### src/pwm_timing_pkg.sv
package pwm_timing_pkg;
  localparam int ADDR_W = 6;
  localparam int PERIOD_W = 16;
  localparam int DEAD_W = 10;
  localparam int DUTY_W = 16;
  localparam int OEC_W = 9;
  localparam int CNT_W = 17;
  localparam int CMP_W = 20;
  localparam int CHANNELS = 3;

  localparam logic [ADDR_W-1:0] OFS_PERIOD = 6'h00;
  localparam logic [ADDR_W-1:0] OFS_DEAD = 6'h04;
  localparam logic [ADDR_W-1:0] OFS_DUTY0 = 6'h08;
  localparam logic [ADDR_W-1:0] OFS_DUTY1 = 6'h0C;
  localparam logic [ADDR_W-1:0] OFS_DUTY2 = 6'h10;
  localparam logic [ADDR_W-1:0] OFS_CTRL = 6'h14;
  localparam logic [ADDR_W-1:0] OFS_STAT = 6'h18;
  localparam logic [ADDR_W-1:0] OFS_OEC = 6'h1C;

  localparam int MODE_BIT = 2;
  localparam int HALF_BIT = 0;

  localparam logic [PERIOD_W-1:0] RST_PERIOD = 16'h0000;
  localparam logic [DEAD_W-1:0] RST_DEAD = 10'h000;
  localparam logic [DUTY_W-1:0] RST_DUTY = 16'h0000;
  localparam logic [OEC_W-1:0] RST_OEC = 9'h000;
  localparam logic RST_MODE = 1'b0;

  localparam logic [1:0] RESP_OKAY = 2'h0;
  localparam logic [1:0] RESP_SLVERR = 2'h2;

  typedef enum logic [1:0] {
    TMR_IDLE = 2'h0,
    TMR_START = 2'h1,
    TMR_RUN = 2'h3
  } timer_state_t;

  typedef struct packed {
    logic [CHANNELS-1:0] high_side;
    logic [CHANNELS-1:0] low_side;
  } gate_drive_t;
endpackage

### src/three_phase_pwm_timing_unit.sv
// The AXI4-Lite slave port and the placing of the registers were decided locally.
`timescale 1ns/1ps
// Notes on behaviour
// one shared 10-bit dead time, all pairs
// dead time equals value times two clocks
// dead time read/write, up to 0x3FF
// zero dead time inserts no gap
// control bit 2 picks mode, single after reset
// single mode: one sync, reloads all shadows
// sync also latches output enable/crossover value
// double mode: extra midpoint sync and reload
// status bit 0 low first half, high second
// three 16-bit duty registers, half-period counts
// outputs active high, high means switch on
// both edges shifted by dead time, symmetric
// on times follow period plus/minus twice terms
// on times clamped between zero and twice period
// double mode period sums both halves
// channels one and two mirror channel zero
// outputs off until period and duties written
// period write starts the main timer
// first sync after 1.5 or 1 period
// period holds half-period clocks, never 0/1
// sync raises an interrupt request
// center-aligned counter compared against thresholds
module three_phase_pwm_timing_unit (
  input wire logic clk_sys,
  input wire logic reset,
  input wire logic [pwm_timing_pkg::ADDR_W-1:0] s_axi_awaddr,
  input wire logic s_axi_awvalid,
  output logic s_axi_awready,
  input wire logic [31:0] s_axi_wdata,
  input wire logic [3:0] s_axi_wstrb,
  input wire logic s_axi_wvalid,
  output logic s_axi_wready,
  output logic [1:0] s_axi_bresp,
  output logic s_axi_bvalid,
  input wire logic s_axi_bready,
  input wire logic [pwm_timing_pkg::ADDR_W-1:0] s_axi_araddr,
  input wire logic s_axi_arvalid,
  output logic s_axi_arready,
  output logic [31:0] s_axi_rdata,
  output logic [1:0] s_axi_rresp,
  output logic s_axi_rvalid,
  input wire logic s_axi_rready,
  output pwm_timing_pkg::gate_drive_t gate_drive,
  output logic period_sync_pulse,
  output logic sync_irq,
  output logic half_cycle,
  output logic [pwm_timing_pkg::OEC_W-1:0] output_enable_latched
);
  import pwm_timing_pkg::*;

  // Byte strobes replace only their own lanes; untouched lanes keep the register value
  function automatic logic [31:0] merge_lanes(input logic [31:0] old, input logic [31:0] wd, input logic [3:0] ws);
    logic [31:0] r;
    r = old;
    for (int b = 0; b < 4; b++) begin
      if (ws[b]) begin
        r[b*8 +: 8] = wd[b*8 +: 8];
      end
    end
    return r;
  endfunction

  // Bus state
  logic aw_full;
  logic w_full;
  logic [ADDR_W-1:0] aw_addr_q;
  logic [31:0] wdata_q;
  logic [3:0] wstrb_q;

  // Software registers
  logic [PERIOD_W-1:0] half_period_count;
  logic [DEAD_W-1:0] dead_time_value;
  logic [DUTY_W-1:0] duty_channel_zero;
  logic [DUTY_W-1:0] duty_channel_one;
  logic [DUTY_W-1:0] duty_channel_two;
  logic update_mode;
  logic [OEC_W-1:0] output_enable_crossover;
  logic [3:0] written;

  // Timing unit
  timer_state_t state;
  logic [CNT_W-1:0] cnt;
  logic half;
  logic [PERIOD_W-1:0] act_period;
  logic [DEAD_W-1:0] act_dead;
  logic [DUTY_W-1:0] act_duty [CHANNELS];
  logic [CHANNELS-1:0] hi_cmp;
  logic [CHANNELS-1:0] lo_cmp;

  // Write channel decode
  wire aw_take = s_axi_awready & s_axi_awvalid;
  wire w_take = s_axi_wready & s_axi_wvalid;
  wire do_write = aw_full & w_full & ~s_axi_bvalid;
  wire next_aw_full = (aw_full & ~do_write) | aw_take;
  wire next_w_full = (w_full & ~do_write) | w_take;
  wire next_bvalid = (s_axi_bvalid & ~s_axi_bready) | do_write;
  wire [ADDR_W-3:0] wr_word = aw_addr_q[ADDR_W-1:2];
  wire wr_period = do_write & (wr_word == OFS_PERIOD[ADDR_W-1:2]);
  wire wr_dead = do_write & (wr_word == OFS_DEAD[ADDR_W-1:2]);
  wire wr_duty0 = do_write & (wr_word == OFS_DUTY0[ADDR_W-1:2]);
  wire wr_duty1 = do_write & (wr_word == OFS_DUTY1[ADDR_W-1:2]);
  wire wr_duty2 = do_write & (wr_word == OFS_DUTY2[ADDR_W-1:2]);
  wire wr_ctrl = do_write & (wr_word == OFS_CTRL[ADDR_W-1:2]);
  wire wr_stat = do_write & (wr_word == OFS_STAT[ADDR_W-1:2]);
  wire wr_oec = do_write & (wr_word == OFS_OEC[ADDR_W-1:2]);
  wire wr_hit = wr_period | wr_dead | wr_duty0 | wr_duty1 | wr_duty2 | wr_ctrl | wr_stat | wr_oec;

  wire [31:0] new_period = merge_lanes({16'h0000, half_period_count}, wdata_q, wstrb_q);
  wire [31:0] new_dead = merge_lanes({22'h000000, dead_time_value}, wdata_q, wstrb_q);
  wire [31:0] new_duty0 = merge_lanes({16'h0000, duty_channel_zero}, wdata_q, wstrb_q);
  wire [31:0] new_duty1 = merge_lanes({16'h0000, duty_channel_one}, wdata_q, wstrb_q);
  wire [31:0] new_duty2 = merge_lanes({16'h0000, duty_channel_two}, wdata_q, wstrb_q);
  wire [31:0] ctrl_word = {29'h00000000, update_mode, 2'h0};
  wire [31:0] new_ctrl = merge_lanes(ctrl_word, wdata_q, wstrb_q);
  wire [31:0] new_oec = merge_lanes({23'h000000, output_enable_crossover}, wdata_q, wstrb_q);

  // Read channel decode
  wire ar_take = s_axi_arready & s_axi_arvalid;
  wire next_rvalid = (s_axi_rvalid & ~s_axi_rready) | ar_take;
  wire [ADDR_W-3:0] rd_word = s_axi_araddr[ADDR_W-1:2];
  wire [31:0] stat_word = {31'h00000000, half};
  wire rd_hit = (rd_word <= OFS_OEC[ADDR_W-1:2]);
  wire [31:0] rd_value =
    (rd_word == OFS_PERIOD[ADDR_W-1:2]) ? {16'h0000, half_period_count} :
    (rd_word == OFS_DEAD[ADDR_W-1:2]) ? {22'h000000, dead_time_value} :
    (rd_word == OFS_DUTY0[ADDR_W-1:2]) ? {16'h0000, duty_channel_zero} :
    (rd_word == OFS_DUTY1[ADDR_W-1:2]) ? {16'h0000, duty_channel_one} :
    (rd_word == OFS_DUTY2[ADDR_W-1:2]) ? {16'h0000, duty_channel_two} :
    (rd_word == OFS_CTRL[ADDR_W-1:2]) ? ctrl_word :
    (rd_word == OFS_STAT[ADDR_W-1:2]) ? stat_word :
    (rd_word == OFS_OEC[ADDR_W-1:2]) ? {23'h000000, output_enable_crossover} :
    32'h00000000;

  always_ff @(posedge clk_sys) begin
    if (reset) begin
      aw_full <= 1'b0;
      w_full <= 1'b0;
      aw_addr_q <= '0;
      wdata_q <= 32'h00000000;
      wstrb_q <= 4'h0;
      s_axi_awready <= 1'b0;
      s_axi_wready <= 1'b0;
      s_axi_bvalid <= 1'b0;
      s_axi_bresp <= RESP_OKAY;
    end else begin
      aw_full <= next_aw_full;
      w_full <= next_w_full;
      s_axi_bvalid <= next_bvalid;
      // Ready drops while a response is pending, so only one write is ever in flight
      s_axi_awready <= ~next_aw_full & ~next_bvalid;
      s_axi_wready <= ~next_w_full & ~next_bvalid;
      if (aw_take) begin
        aw_addr_q <= s_axi_awaddr;
      end
      if (w_take) begin
        wdata_q <= s_axi_wdata;
        wstrb_q <= s_axi_wstrb;
      end
      if (do_write) begin
        s_axi_bresp <= wr_hit ? RESP_OKAY : RESP_SLVERR;
      end
    end
  end

  always_ff @(posedge clk_sys) begin
    if (reset) begin
      s_axi_arready <= 1'b0;
      s_axi_rvalid <= 1'b0;
      s_axi_rdata <= 32'h00000000;
      s_axi_rresp <= RESP_OKAY;
    end else begin
      s_axi_rvalid <= next_rvalid;
      s_axi_arready <= ~next_rvalid;
      if (ar_take) begin
        s_axi_rdata <= rd_value;
        s_axi_rresp <= rd_hit ? RESP_OKAY : RESP_SLVERR;
      end
    end
  end

  always_ff @(posedge clk_sys) begin
    if (reset) begin
      half_period_count <= RST_PERIOD;
      dead_time_value <= RST_DEAD;
      duty_channel_zero <= RST_DUTY;
      duty_channel_one <= RST_DUTY;
      duty_channel_two <= RST_DUTY;
      update_mode <= RST_MODE;
      output_enable_crossover <= RST_OEC;
      written <= 4'h0;
    end else begin
      if (wr_period) begin
        half_period_count <= new_period[PERIOD_W-1:0];
      end
      if (wr_dead) begin
        dead_time_value <= new_dead[DEAD_W-1:0];
      end
      if (wr_duty0) begin
        duty_channel_zero <= new_duty0[DUTY_W-1:0];
      end
      if (wr_duty1) begin
        duty_channel_one <= new_duty1[DUTY_W-1:0];
      end
      if (wr_duty2) begin
        duty_channel_two <= new_duty2[DUTY_W-1:0];
      end
      if (wr_ctrl) begin
        update_mode <= new_ctrl[MODE_BIT];
      end
      if (wr_oec) begin
        output_enable_crossover <= new_oec[OEC_W-1:0];
      end
      written <= written | {wr_duty2, wr_duty1, wr_duty0, wr_period};
    end
  end

  // Counter sequencing: half 0 counts up to period-1, half 1 counts back down to 0
  wire all_written = (written == 4'hF);
  wire start_done = (state == TMR_START) && (cnt == '0);
  wire run_state = (state == TMR_RUN);
  wire [CNT_W-1:0] act_last = {1'b0, act_period - 16'h0001};
  wire end_first = run_state && !half && (cnt == act_last);
  wire end_second = run_state && half && (cnt == '0);
  wire load_now = start_done | end_second | (end_first & update_mode);
  wire [CNT_W-1:0] p_ext = {1'b0, new_period[PERIOD_W-1:0]};
  wire [CNT_W-1:0] p_half = {2'h0, new_period[PERIOD_W-1:1]};
  wire [CNT_W-1:0] start_len = update_mode ? p_ext : p_ext + p_half;
  // Mode is read live, so a mode write takes effect at the next midpoint
  wire [CNT_W-1:0] mid_last = update_mode ? {1'b0, half_period_count - 16'h0001} : act_last;
  wire live = all_written && run_state;

  always_ff @(posedge clk_sys) begin
    if (reset) begin
      state <= TMR_IDLE;
      cnt <= '0;
      half <= 1'b0;
      act_period <= RST_PERIOD;
      act_dead <= RST_DEAD;
      output_enable_latched <= RST_OEC;
      period_sync_pulse <= 1'b0;
      sync_irq <= 1'b0;
      half_cycle <= 1'b0;
    end else begin
      period_sync_pulse <= load_now;
      sync_irq <= load_now;
      half_cycle <= half;
      if (load_now) begin
        act_period <= half_period_count;
        act_dead <= dead_time_value;
        output_enable_latched <= output_enable_crossover;
      end
      case (state)
        TMR_IDLE: begin
          if (wr_period) begin
            state <= TMR_START;
            cnt <= start_len - 17'h00001;
          end
        end
        TMR_START: begin
          if (start_done) begin
            state <= TMR_RUN;
            cnt <= '0;
            half <= 1'b0;
          end else begin
            cnt <= cnt - 17'h00001;
          end
        end
        TMR_RUN: begin
          if (end_first) begin
            half <= 1'b1;
            cnt <= mid_last;
          end else if (end_second) begin
            half <= 1'b0;
            cnt <= '0;
          end else if (half) begin
            cnt <= cnt - 17'h00001;
          end else begin
            cnt <= cnt + 17'h00001;
          end
        end
        default: begin
          state <= TMR_IDLE;
          cnt <= '0;
          half <= 1'b0;
        end
      endcase
    end
  end

  // Comparison at the middle of each clock keeps both halves mirror images
  wire signed [CMP_W-1:0] pos2 = $signed({2'h0, cnt, 1'b1});
  wire signed [CMP_W-1:0] per_s = $signed({4'h0, act_period});
  wire signed [CMP_W-1:0] dead2 = $signed({9'h000, act_dead, 1'b0});

  for (genvar ch = 0; ch < CHANNELS; ch++) begin : g_chan
    wire [DUTY_W-1:0] duty_sw = (ch == 0) ? duty_channel_zero : (ch == 1) ? duty_channel_one : duty_channel_two;
    wire signed [CMP_W-1:0] duty2 = $signed({3'h0, act_duty[ch], 1'b0});
    // Dead time pushes the high edge later and the low edge earlier by the same amount
    wire signed [CMP_W-1:0] th_high = per_s - duty2 + dead2;
    wire signed [CMP_W-1:0] th_low = per_s - duty2 - dead2;
    // Thresholds outside the count range give 0% or 100% without extra clamps
    assign hi_cmp[ch] = (pos2 >= th_high);
    assign lo_cmp[ch] = (pos2 < th_low);

    always_ff @(posedge clk_sys) begin
      if (reset) begin
        act_duty[ch] <= RST_DUTY;
      end else if (load_now) begin
        act_duty[ch] <= duty_sw;
      end
    end
  end

  always_ff @(posedge clk_sys) begin
    if (reset) begin
      gate_drive <= '0;
    end else begin
      gate_drive.high_side <= live ? hi_cmp : '0;
      gate_drive.low_side <= live ? lo_cmp : '0;
    end
  end

  if (CHANNELS != 3 || DEAD_W > CMP_W - 8 || PERIOD_W + 1 != CNT_W) begin : g_bad_params
    $error("unsupported width or channel constants");
  end

  mode_default_a: assert property (@(posedge clk_sys) disable iff (reset)
    $past(reset) |-> !update_mode)
    else $error("update mode not single after reset");

  idle_quiet_a: assert property (@(posedge clk_sys) disable iff (reset)
    !all_written |-> (gate_drive == '0))
    else $error("outputs active before all registers written");

  pair_gap_a: assert property (@(posedge clk_sys) disable iff (reset)
    ($past(act_dead) != '0) |-> ((gate_drive.high_side & gate_drive.low_side) == '0))
    else $error("both switches of a pair on with dead time set");

  zero_dead_a: assert property (@(posedge clk_sys) disable iff (reset)
    ($past(act_dead) == '0) && $past(live) |-> (gate_drive.low_side == ~gate_drive.high_side))
    else $error("gap inserted with zero dead time");

  sync_load_a: assert property (@(posedge clk_sys) disable iff (reset)
    period_sync_pulse |-> (act_period == $past(half_period_count)) && (act_dead == $past(dead_time_value)))
    else $error("shadows not loaded at sync");

  enable_latch_a: assert property (@(posedge clk_sys) disable iff (reset)
    period_sync_pulse |-> (output_enable_latched == $past(output_enable_crossover)))
    else $error("output enable value not latched at sync");

  single_sync_a: assert property (@(posedge clk_sys) disable iff (reset)
    period_sync_pulse && !$past(update_mode) |-> !half)
    else $error("midpoint sync in single update mode");

  mid_sync_a: assert property (@(posedge clk_sys) disable iff (reset)
    $rose(half) && $past(update_mode) |-> period_sync_pulse && sync_irq)
    else $error("no midpoint sync in double update mode");

  half_clear_a: assert property (@(posedge clk_sys) disable iff (reset)
    $fell(half) |-> period_sync_pulse ##1 half_cycle == 1'b0)
    else $error("half status cleared away from period start");

  timer_start_a: assert property (@(posedge clk_sys) disable iff (reset)
    (state == TMR_IDLE) && wr_period |=> (state == TMR_START))
    else $error("period write did not start the timer");

  mid_reload_a: assert property (@(posedge clk_sys) disable iff (reset)
    $rose(half) && $past(update_mode) |-> (act_period == $past(half_period_count)) && (cnt == {1'b0, act_period - 16'h0001}))
    else $error("second half not timed by the reloaded period");

  irq_pair_a: assert property (@(posedge clk_sys) disable iff (reset)
    sync_irq == period_sync_pulse)
    else $error("interrupt request not paired with sync");

endmodule // three_phase_pwm_timing_unit

### config.mk
export PLATFORM = sky130hd
export DESIGN_NAME = three_phase_pwm_timing_unit
export DESIGN_NICKNAME = d
export VERILOG_FILES = /design/src/pwm_timing_pkg.sv /design/src/three_phase_pwm_timing_unit.sv
export SDC_FILE = /design/constraint.sdc
export NUM_CORES = 1
export LEC_CHECK = 0
export BUFFER_PORTS_ARGS = -buffer_cell sky130_fd_sc_hd__buf_2
export CORE_MARGIN = 2
export CORE_UTILIZATION = 45
export DETAILED_ROUTE_END_ITERATION = 16
export GPL_TIMING_DRIVEN = 0
export HOLD_SLACK_MARGIN = 0.08
export PLACE_DENSITY_LB_ADDON = 0.15
export SLEW_MARGIN = 15
export SYNTH_ARGS = -nofsm -noshare
export SYNTH_HDL_FRONTEND = slang
export SYNTH_SLANG_ARGS = --single-unit
### constraint.sdc
create_clock -name clk_sys -period 12.9 [get_ports clk_sys]
set_input_delay 0 -clock clk_sys [delete_from_list [all_inputs] [get_ports clk_sys]]
set_output_delay 0 -clock clk_sys [all_outputs]
set_load 0.02 [all_outputs]
After elaboration in Yosys (flattened, before gate mapping)
Memories as Yosys holds them, arrays and structs flattened.
Index checks and enable logic that the tools add are counted.

storage, ports and cells
  flip-flop bits (word level) = 218
  bits in writable memories = 48
  input bits = 55
  output and inout bits = 59
  word-level logic and storage cells = 188
  memories = 1

memory list
  name      words  bits a word  read ports  clocked after memory_dff  write ports  line                               text
  act_duty  3      16           3           0                         3            three_phase_pwm_timing_unit.sv:89  logic [DUTY_W-1:0] act_duty [CHANNELS];

operators by class
  $add $sub $neg = 15
  $lt $le $gt $ge = 7
  equal/unequal tests = 21
  mux-type cells = 35
  bitwise gates (word level) = 48
  reductions and logical operators = 25

operator list
  cell                     number
  $mux W16                 9
  $mux W17                 6
  $ge A19 B20 Y1           3
  $add A18 B12 Y19         3
  $lt A19 B19 Y1           3
  $sub A18 B12 Y19         3
  $sub A16 B17 Y18         3
  $pmux W17 S3             1
  $sub A17 B1 Y17 const B  2
  $eq A4 B3 Y1 const B     8
  $sub A16 B1 Y16 const B  2
  $mux W9                  3
  $reduce_and A2 Y1        11
  $and A1 B1 Y1            20
  $add A16 B15 Y17         1
  $add A17 B1 Y17 const B  1
  $eq A17 B16 Y1           1
  $logic_not A17 Y1        1
  $eq A4 B2 Y1 const B     4
  $mux W8                  2
  $or A1 B1 Y1             16
  $not A1 Y1               11
  $eq A4 B1 Y1 const B     2
  $logic_not A4 Y1         2
  other kinds (16)         33

Logic depth before layout (Yosys ltp)
Gate-level depths: netlist of the first run.

  depth in word-level cells = 11
  gate-level depth with buffers = 26
  depth with buffers taken out = 26

Worst setup path after synthesis of the first run
Ideal clock, no wire load.

  path type = register to register
  start point = reg act_period[1]
  end point = reg gate_drive[4] in the netlist's numbering
  library setup time = 0.126 ns
  arrival time = 4.677 ns
  data required time = 12.774 ns
  setup slack = 8.097 ns
  stages on the path, launching flop included = 24
  path buffers = 0
  period minus slack after synthesis = 4.803 ns
  path through = dfxtp_1 -> inv_1 -> ha_1 -> inv_1 -> fa_1 -> a211o_1 -> a21oi_1 -> o21bai_1 -> xor2_1 -> ha_1 -> a21oi_1 -> nor3b_1 -> o311ai_0 -> nand2_1 -> nor4_1 -> o41a_1 -> and3_1 -> and4_1 -> or2_2 -> ha_1 -> o21ai_0 -> a21oi_1 -> a211oi_1 -> o22ai_1

on the way
  cells in the longest elaborated chain, start to end = 3

ends and longest elaborated chain
  item                    line                                text
  from (decl)             three_phase_pwm_timing_unit.sv:87   logic [PERIOD_W-1:0] act_period;
  from (signal assigned)  three_phase_pwm_timing_unit.sv:251  act_period <= half_period_count;
  $sub A16 B17 Y18        three_phase_pwm_timing_unit.sv:302  wire signed [CMP_W-1:0] th_high = per_s - duty2 + dead2;
  $add A18 B12 Y19        three_phase_pwm_timing_unit.sv:302
  $ge A19 B20 Y1          three_phase_pwm_timing_unit.sv:305  assign hi_cmp[ch] = (pos2 >= th_high);
  to (decl)               three_phase_pwm_timing_unit.sv:46   output pwm_timing_pkg::gate_drive_t gate_drive,

Every way passes these cells.
A chain may end at the register's enable or synchronous reset.

Worst setup path in the final report of the first run
  start point = reg act_period[1]
  end point = reg gate_drive[2] in the netlist's numbering

on the way
  cells in the longest elaborated chain, start to end = 3

ends and longest elaborated chain
  item              line                                text
  $sub A16 B17 Y18  three_phase_pwm_timing_unit.sv:303  wire signed [CMP_W-1:0] th_low = per_s - duty2 - dead2;
  $sub A18 B12 Y19  three_phase_pwm_timing_unit.sv:303
  $lt A19 B19 Y1    three_phase_pwm_timing_unit.sv:306  assign lo_cmp[ch] = (pos2 < th_low);

Every way passes these cells.

==> flow_metrics.env, run 1 <==
export IMPL_grt_pass1_wl_mm=111
export IMPL_synth_area_leaders="dfxtp_1, ha_1, edfxtp_1"
export IMPL_finalSetupViolCount=0
export IMPL_cp_max_fo=7
export IMPL_max_slew_margin_pct=20.9
export IMPL_filler_cell_count=4401
export IMPL_synth_async_reset_ratio_pct=0
export IMPL_die_w_um=219
export IMPL_cts_made_buffers=29
export IMPL_core_region_area_um2=45500
export IMPL_layout_commonest_cell="nand2_1"
export IMPL_fin_nets=3021
export IMPL_crit_path_start_kind="register"
export IMPL_synth_top_area_share_pct=19.1
export IMPL_outcome="completed"
export IMPL_grt_total_usage_pct=30.0
export IMPL_hp_class="input port to register"
export IMPL_seq_area_um2=5410
export IMPL_worstSetupEndpointType="register"
export IMPL_diodes=0
export IMPL_wire_per_inst_um=21.7
export IMPL_post_route_min_period_ps=6120
export IMPL_synth_edff_count=48
export IMPL_dpl_hpwl_mm=57.7
export IMPL_io_buffer_count=71
export IMPL_path_clk_slew_ps=70
export IMPL_area_growth_pct=12.5
export IMPL_ios=114
export IMPL_die_area_um2=47900
export IMPL_drv_slew=0
export IMPL_drtAntennaViolNets=0
export IMPL_netlist_area_um2=20800
export IMPL_antenna_found_initial=0
export IMPL_clk_latency_ps=590
export IMPL_firstDrtPassIters=7
export IMPL_multiInputGateArea_um2=14300
export IMPL_p_per_area_nw_per_um2=86.1
export IMPL_synth_top_family_by_area="simple AND/OR/NAND/NOR gates"
export IMPL_drtIter0Drc=2030
export IMPL_synthDistinctLibCells=98
export IMPL_initial_utilization_pct=45.7
export IMPL_worstSetupPathType="register to register"
export IMPL_required_ps=13410
export IMPL_avgSynthCellArea_um2=8.11
export IMPL_skew_ps=40.7
export IMPL_via_per_inst=5.92
export IMPL_period_share_pct=47.5
export IMPL_cpMostUsedCell="ha_1"
export IMPL_cpPeakStageDelay_ps=960
export IMPL_crit_path_cell_trace="inv_1, ha_1, inv_1, fa_1, a21o_1, a211oi_1, o21ai_1, xor2_1, ha_1, clkbuf_1, and3_1, a2111oi_1, xnor2_1, ha_1, a21oi_1, nor2b_1, o21ai_0, nand2b_1, a211oi_1, nand2b_1, a21oi_1, o211a_1"
export IMPL_synth_area_mux_share_pct=3.88
export IMPL_rsz0062_at_grt="no"
export IMPL_synthSimpleGateAreaFrac_pct=21.2
export IMPL_max_freq_ghz=0.163
export IMPL_total_power_mw=2.01
export IMPL_cpMaxStageDelayCell="a2111oi_1"
export IMPL_vdd_drop_max_mv=0.104
export IMPL_synth_fa_ha_area_share_pct=14.7
export IMPL_post_cts_resized=0
export IMPL_critPathArrivalTime_ps=6630
export IMPL_clkSinkCount=246
export IMPL_layout_common_cells="nand2_1, ha_1, a21oi_1"
export IMPL_grt_max_degree=35
export IMPL_wl_mm=72.8
export IMPL_grt_pass1_vias=18600
export IMPL_globalplace_congestion=0.973
export IMPL_p_leak_nw=9.92
export IMPL_yosysSeqAreaShare_pct=26.0
export IMPL_synth_top_cell_by_area="dfxtp_1"
export IMPL_synthCells=2562
export IMPL_ys_ff_latch=246
export IMPL_die_y_um=219
export IMPL_dr_total_vias=19800
export IMPL_final_layout_size_suffix_gt1_share_pct=7.82
export IMPL_clockBufferDepth=3
export IMPL_grt_ovfl_total=0
export IMPL_drcViolationCount=0
export IMPL_maxCapViolations=0
export IMPL_tritoncts="yes"
export IMPL_yosys_warnings=0
export IMPL_synth_compound_area_share_pct=20.3
export IMPL_yosys_area_share_xor_xnor_pct=8.20
export IMPL_cts_setup_buffers=0
export IMPL_htree_levels=1
export IMPL_synth_ff_type="dfxtp_1"
export IMPL_max_slew_worst_pin_slew_ps=1180
export IMPL_std_cell_rows=78
export IMPL_cts_root_buf="clkbuf_16"
export IMPL_fin_setup_tns_ps=0
export IMPL_finalHoldViolations=0
==> report_power, final <==
| part | total [mW] | switching, mW | internal [mW] | leakage (nW) |
|---|---|---|---|---|
| Clock | 0.814 | 0.349 | 0.465 | 0.444 |
| Combinational | 0.371 | 0.227 | 0.144 | 7.38 |
| Sequential | 0.827 | 0.0270 | 0.800 | 2.10 |
==> Yosys cell counts (52+ instances only) <==
cell type	number
clkbuf_1	90
o21ai_0	86
a21oi_1	223
mux2i_1	67
nand3_1	81
and2_1	61
nor2_1	202
inv_1	134
nor2b_1	52
xor2_1	64
ha_1	228
xnor2_1	128
dfxtp_1	198
nand2_1	256
==> repair_timing <==
action                                  CTS  global route
endpoints found under the hold margin    31             0
endpoints found under the setup margin    0             0
hold buffers                             46             0
==> metrics by stage <==
step                std cells  util (%)  hold slack [ps]  area [um2]  setup WS (ps)
finish                   3349      51.4              142       23400           6780
global route             3349      51.4              182       23400           6620
detailed placement       3251      48.3              247       22000           6970
floorplan                2579         -              112       20800           8100
global placement         3250      48.3              242       21900           7060
CTS                      3349      51.4              124       23400           6890
==> flip-flops by register name (all words and copies together) (netlist names), 4 cells and up <==
signal                   flops
act_duty                    48
cnt                         17
act_period                  16
duty_channel_one            16
duty_channel_two            16
duty_channel_zero           16
half_period_count           16
s_axi_rdata                 16
wdata_q                     16
act_dead                    10
dead_time_value             10
output_enable_crossover      9
output_enable_latched        9
gate_drive                   6
aw_addr_q                    4
written                      4
==> final timing paths <==
kind | startpoint | endpoint | slack (ps) | depth (start not counted)
max reg2reg | act_period[1] | gate_drive[2] | 6780 | 22
min | reset | state[1] | 140 | 3
max | act_period[1] | gate_drive[2] | 6780 | 22
min reg2reg | output_enable_latched[5] | output_enable_latched[5] | 450 | 2
==> area by class of cell <==
| cell class | instances | share of cell area (%) |
|---|---|---|
| Inverter | 136 | 2.18 |
| Clock inverter | 16 | 0.637 |
| Sequential cell | 246 | 23.1 |
| Timing Repair Buffer | 118 | 3.58 |
| Buffer | 143 | 2.92 |
| Clock buffer | 36 | 3.30 |
| Tap cell | 600 | 3.21 |
| Multi-Input combinational cell | 2054 | 61.0 |
==> logic make-up (layout without fill, tap and decap cells) <==
| kind of cell | after synthesis | count (layout) |
|---|---|---|
| and+or+nand+nor | 890 | 890 |
| AOI/OAI and AO/OA | 637 | 637 |
| buffers and inverters | 279 | 449 |
| DFF | 246 | 246 |
| adders and majority gates | 238 | 238 |
| xor gates and xnor gates | 193 | 193 |
| muxes | 78 | 78 |
| other | 1 | 18 |
==> critical path: cells and delay by family (launching register included) <==
kind                     cells  cell delay, ps
AO/OA/AOI/OAI                9            3140
adder cells (fa/ha/maj)      4            1220
XOR/XNOR                     2             530
AND/OR/NAND/NOR              4             430
buffers and inverters        3             390
flip-flops                   1             350
==> per-layer routing <==
layer	GRT usage, %	share of wire [%]
met5	0	0
met4	12.5	4.5
met3	2.45	6.3
met2	47.9	44
met1	41.7	45
(Power assumes the default switching activity.)
==> run 2, diff against run 1 <==
ABC_AREA = 1   (was unset)
clock period = 5.95 ns   (was 12.9 ns; I/O delays follow)
==> flow_metrics.env, run 2 <==
export IMPL_max_slew_worst_pin_slew_ps=1080
export IMPL_cts_root_buf="clkbuf_16"
export IMPL_yosysMostFrequentCell="nand2_1"
export IMPL_yosysSeqAreaShare_pct=25.2
export IMPL_synth_top_family_by_area="simple AND/OR/NAND/NOR gates"
export IMPL_seq_area_um2=5410
export IMPL_critPathArrivalTime_ps=5890
export IMPL_outcome="completed"
export IMPL_yosys_warnings=0
export IMPL_total_power_mw=4.75
export IMPL_post_route_min_period_ps=5430
export IMPL_netlist_area_um2=21500
export IMPL_grt_pass1_wl_mm=123
export IMPL_synth_top_cell_by_area="dfxtp_1"
export IMPL_clockBufferDepth=3
export IMPL_synthCells=3237
export IMPL_ios=114
export IMPL_final_util_pct=51.3
export IMPL_grt_pass1_vias=21000
export IMPL_worstSetupPathType="register to register"
export IMPL_clk_latency_ps=590
export IMPL_synth_async_reset_ratio_pct=0
export IMPL_switching_share_pct=32.6
export IMPL_synth_compound_area_share_pct=15.4
export IMPL_htree_levels=1
export IMPL_rsz0062_at_grt="no"
export IMPL_top_regs="act_duty: 48 flops, cnt: 17 flops"
export IMPL_grt_total_usage_pct=32.1
export IMPL_worstSetupEndpointType="register"
export IMPL_p_clk_share_pct=40.0
export IMPL_dr_total_vias=22400
export IMPL_final_layout_size_suffix_gt1_share_pct=5.72
export IMPL_area_growth_pct=13.4
export IMPL_wl_mm=81.1
export IMPL_core_region_area_um2=47400
export IMPL_std_cell_rows=80
export IMPL_synth_area_leaders="dfxtp_1, ha_1, nand2_1"
export IMPL_p_per_area_nw_per_um2=195
export IMPL_synth_top_area_share_pct=18.5
export IMPL_largest_reg_flops=48
export IMPL_grt_max_degree=38
export IMPL_initial_utilization_pct=45.2
export IMPL_io_buffer_count=72
export IMPL_synthSimpleGateAreaFrac_pct=28.9
export IMPL_synth_common_cells="nand2_1, inv_1, nor2_1"
export IMPL_fin_nets=3716
export IMPL_yosys_area_share_xor_xnor_pct=5.71
export IMPL_dp_cells=3942
export IMPL_hold_worst_slack_ps=116
export IMPL_multiInputGateArea_um2=13900
export IMPL_synth_area_mux_share_pct=0.0467
export IMPL_diodes=0
export IMPL_hp_class="input port to register"
export IMPL_dpl_hpwl_mm=65.1
export IMPL_firstDrtPassIters=6
export IMPL_avgSynthCellArea_um2=6.63
export IMPL_tritoncts="yes"
export IMPL_die_y_um=222
export IMPL_max_freq_ghz=0.184
export IMPL_maxCapViolations=0
export IMPL_cts_made_buffers=29
export IMPL_antenna_found_initial=0
export IMPL_ys_ff_latch=246
export IMPL_cp_max_fo=10
export IMPL_period_share_pct=91.2
export IMPL_seq_power_share_pct=38.1
export IMPL_finalSetupViolCount=0
export IMPL_finalHoldViolations=0
export IMPL_intPower_mw=3.20
export IMPL_max_slew_margin_pct=28.0
export IMPL_drcViolationCount=0
export IMPL_synthDistinctLibCells=57
export IMPL_layout_commonest_cell="nand2_1"
export IMPL_grt_ovfl_total=0
export IMPL_globalplace_congestion=0.970
export IMPL_synth_ff_type="dfxtp_1"
export IMPL_p_sw_mw=1.55
export IMPL_crit_path_start_kind="register"
export IMPL_synth_edff_count=48
export IMPL_drv_slew=0
export IMPL_required_ps=6410
export IMPL_clkSinkCount=246
export IMPL_die_w_um=222
export IMPL_via_per_inst=5.50
export IMPL_path_clk_slew_ps=60
export IMPL_drtIter0Drc=1991
export IMPL_fin_setup_tns_ps=0
export IMPL_top_register="act_duty"
export IMPL_layout_common_cells="nand2_1, inv_1, nor2_1"
export IMPL_synth_fa_ha_area_share_pct=14.2
export IMPL_filler_cell_count=4853
export IMPL_wire_per_inst_um=20.0
export IMPL_instances_no_fill=4061
export IMPL_drtAntennaViolNets=0
export IMPL_skew_ps=38.8
export IMPL_vdd_drop_max_mv=0.221
export IMPL_pwr_share_comb_pct=21.9
export IMPL_p_leak_nw=11.9
export IMPL_die_area_um2=49400
-- run 2: cell count changes in the layout (fill, tap and decap cells not counted), moves of 56 or more --
| cell | before | now |
|---|---|---|
| and2_1 | 61 | 5 |
| mux2i_1 | 67 | 1 |
| nand3_1 | 81 | 261 |
| xnor2_1 | 128 | 19 |
| o21ai_0 | 86 | 224 |
| nand2_1 | 256 | 706 |
| inv_1 | 134 | 449 |
| nor2_1 | 202 | 323 |
| xor2_1 | 64 | 121 |
-- run 2: path summary, 6_finish.rpt --
check	from	to	slack, ps	cells past startpoint
max	act_period[3]	gate_drive[3]	520	24
min	s_axi_araddr[4]	s_axi_rdata[13]	120	8
max reg2reg	act_period[3]	gate_drive[3]	520	24
min reg2reg	output_enable_latched[0]	output_enable_latched[0]	460	2
-- run 2: final cells by class --
cell class | instances | share of cell area (%)
buffer | 120 | 2.25
clock buffer | 32 | 3.16
clock inverter | 22 | 0.997
inverter | 457 | 7.05
multi-input combinational | 2431 | 56.9
sequential | 246 | 22.2
tap | 615 | 3.16
timing repair buffer | 138 | 4.24
-- run 2: cells by family after synthesis --
logic type | count (synthesis)
xor+xnor | 140
simple gates | 1444
compound gates | 590
fa+ha+maj | 238
other cells | 1
flops | 246
mux | 1
buf+inv | 577
-- run 2: what timing repair did --
action,4_1_cts,5_1_grt
hold endpoints to repair,44,0
hold buffers,65,0
resized for setup,0,1
buffers inserted,0,0
setup endpoints to repair,0,1
-- run 2: worst max-delay path, cell delays in order (launching register included) --
cell and delay, ps:
dfxtp_1 660, ha_1 370, a21oi_1 150, nand2_1 140, a21oi_1 160, o21bai_1 100
nand3_1 110, nand2_1 70, xor2_1 240, ha_1 320, clkbuf_1 250, nor2_1 200
nand2_1 60, o311ai_0 510, nand3_1 180, nor2_1 180, inv_1 80, o31ai_1 220
ha_1 180, nand2_1 100, nor4_1 280, nand4_1 130, o41ai_1 360, nor2_1 70
a21oi_1 170
-- run 2: per-layer routing --
| layer | GRT usage (%) | routed length (um) |
|---|---|---|
| met3 | 3.89 | 5890 |
| met1 | 44.9 | 36600 |
| met2 | 50.0 | 34800 |
| met4 | 13.3 | 3780 |
| met5 | 0 | 0 |
-- run 2: power groups by stage --
stage                     clock [mW]  sequential [mW]  combinational [mW]
after global placement             0             1.84               0.961
after detailed placement           0             1.84               0.971
final                           1.90             1.81                1.04
after floorplan                    0             1.81               0.671
after CTS                       1.92             1.80                1.01
after global routing            1.99             1.81                1.15
-- run 2: metrics by stage --
stage                     area, um2  worst slack [ps]
after global routing          24300              67.8
final                         24300               523
after detailed placement      22700               449
after global placement        22600               641
after CTS                     24300               435
after floorplan               21500              1600
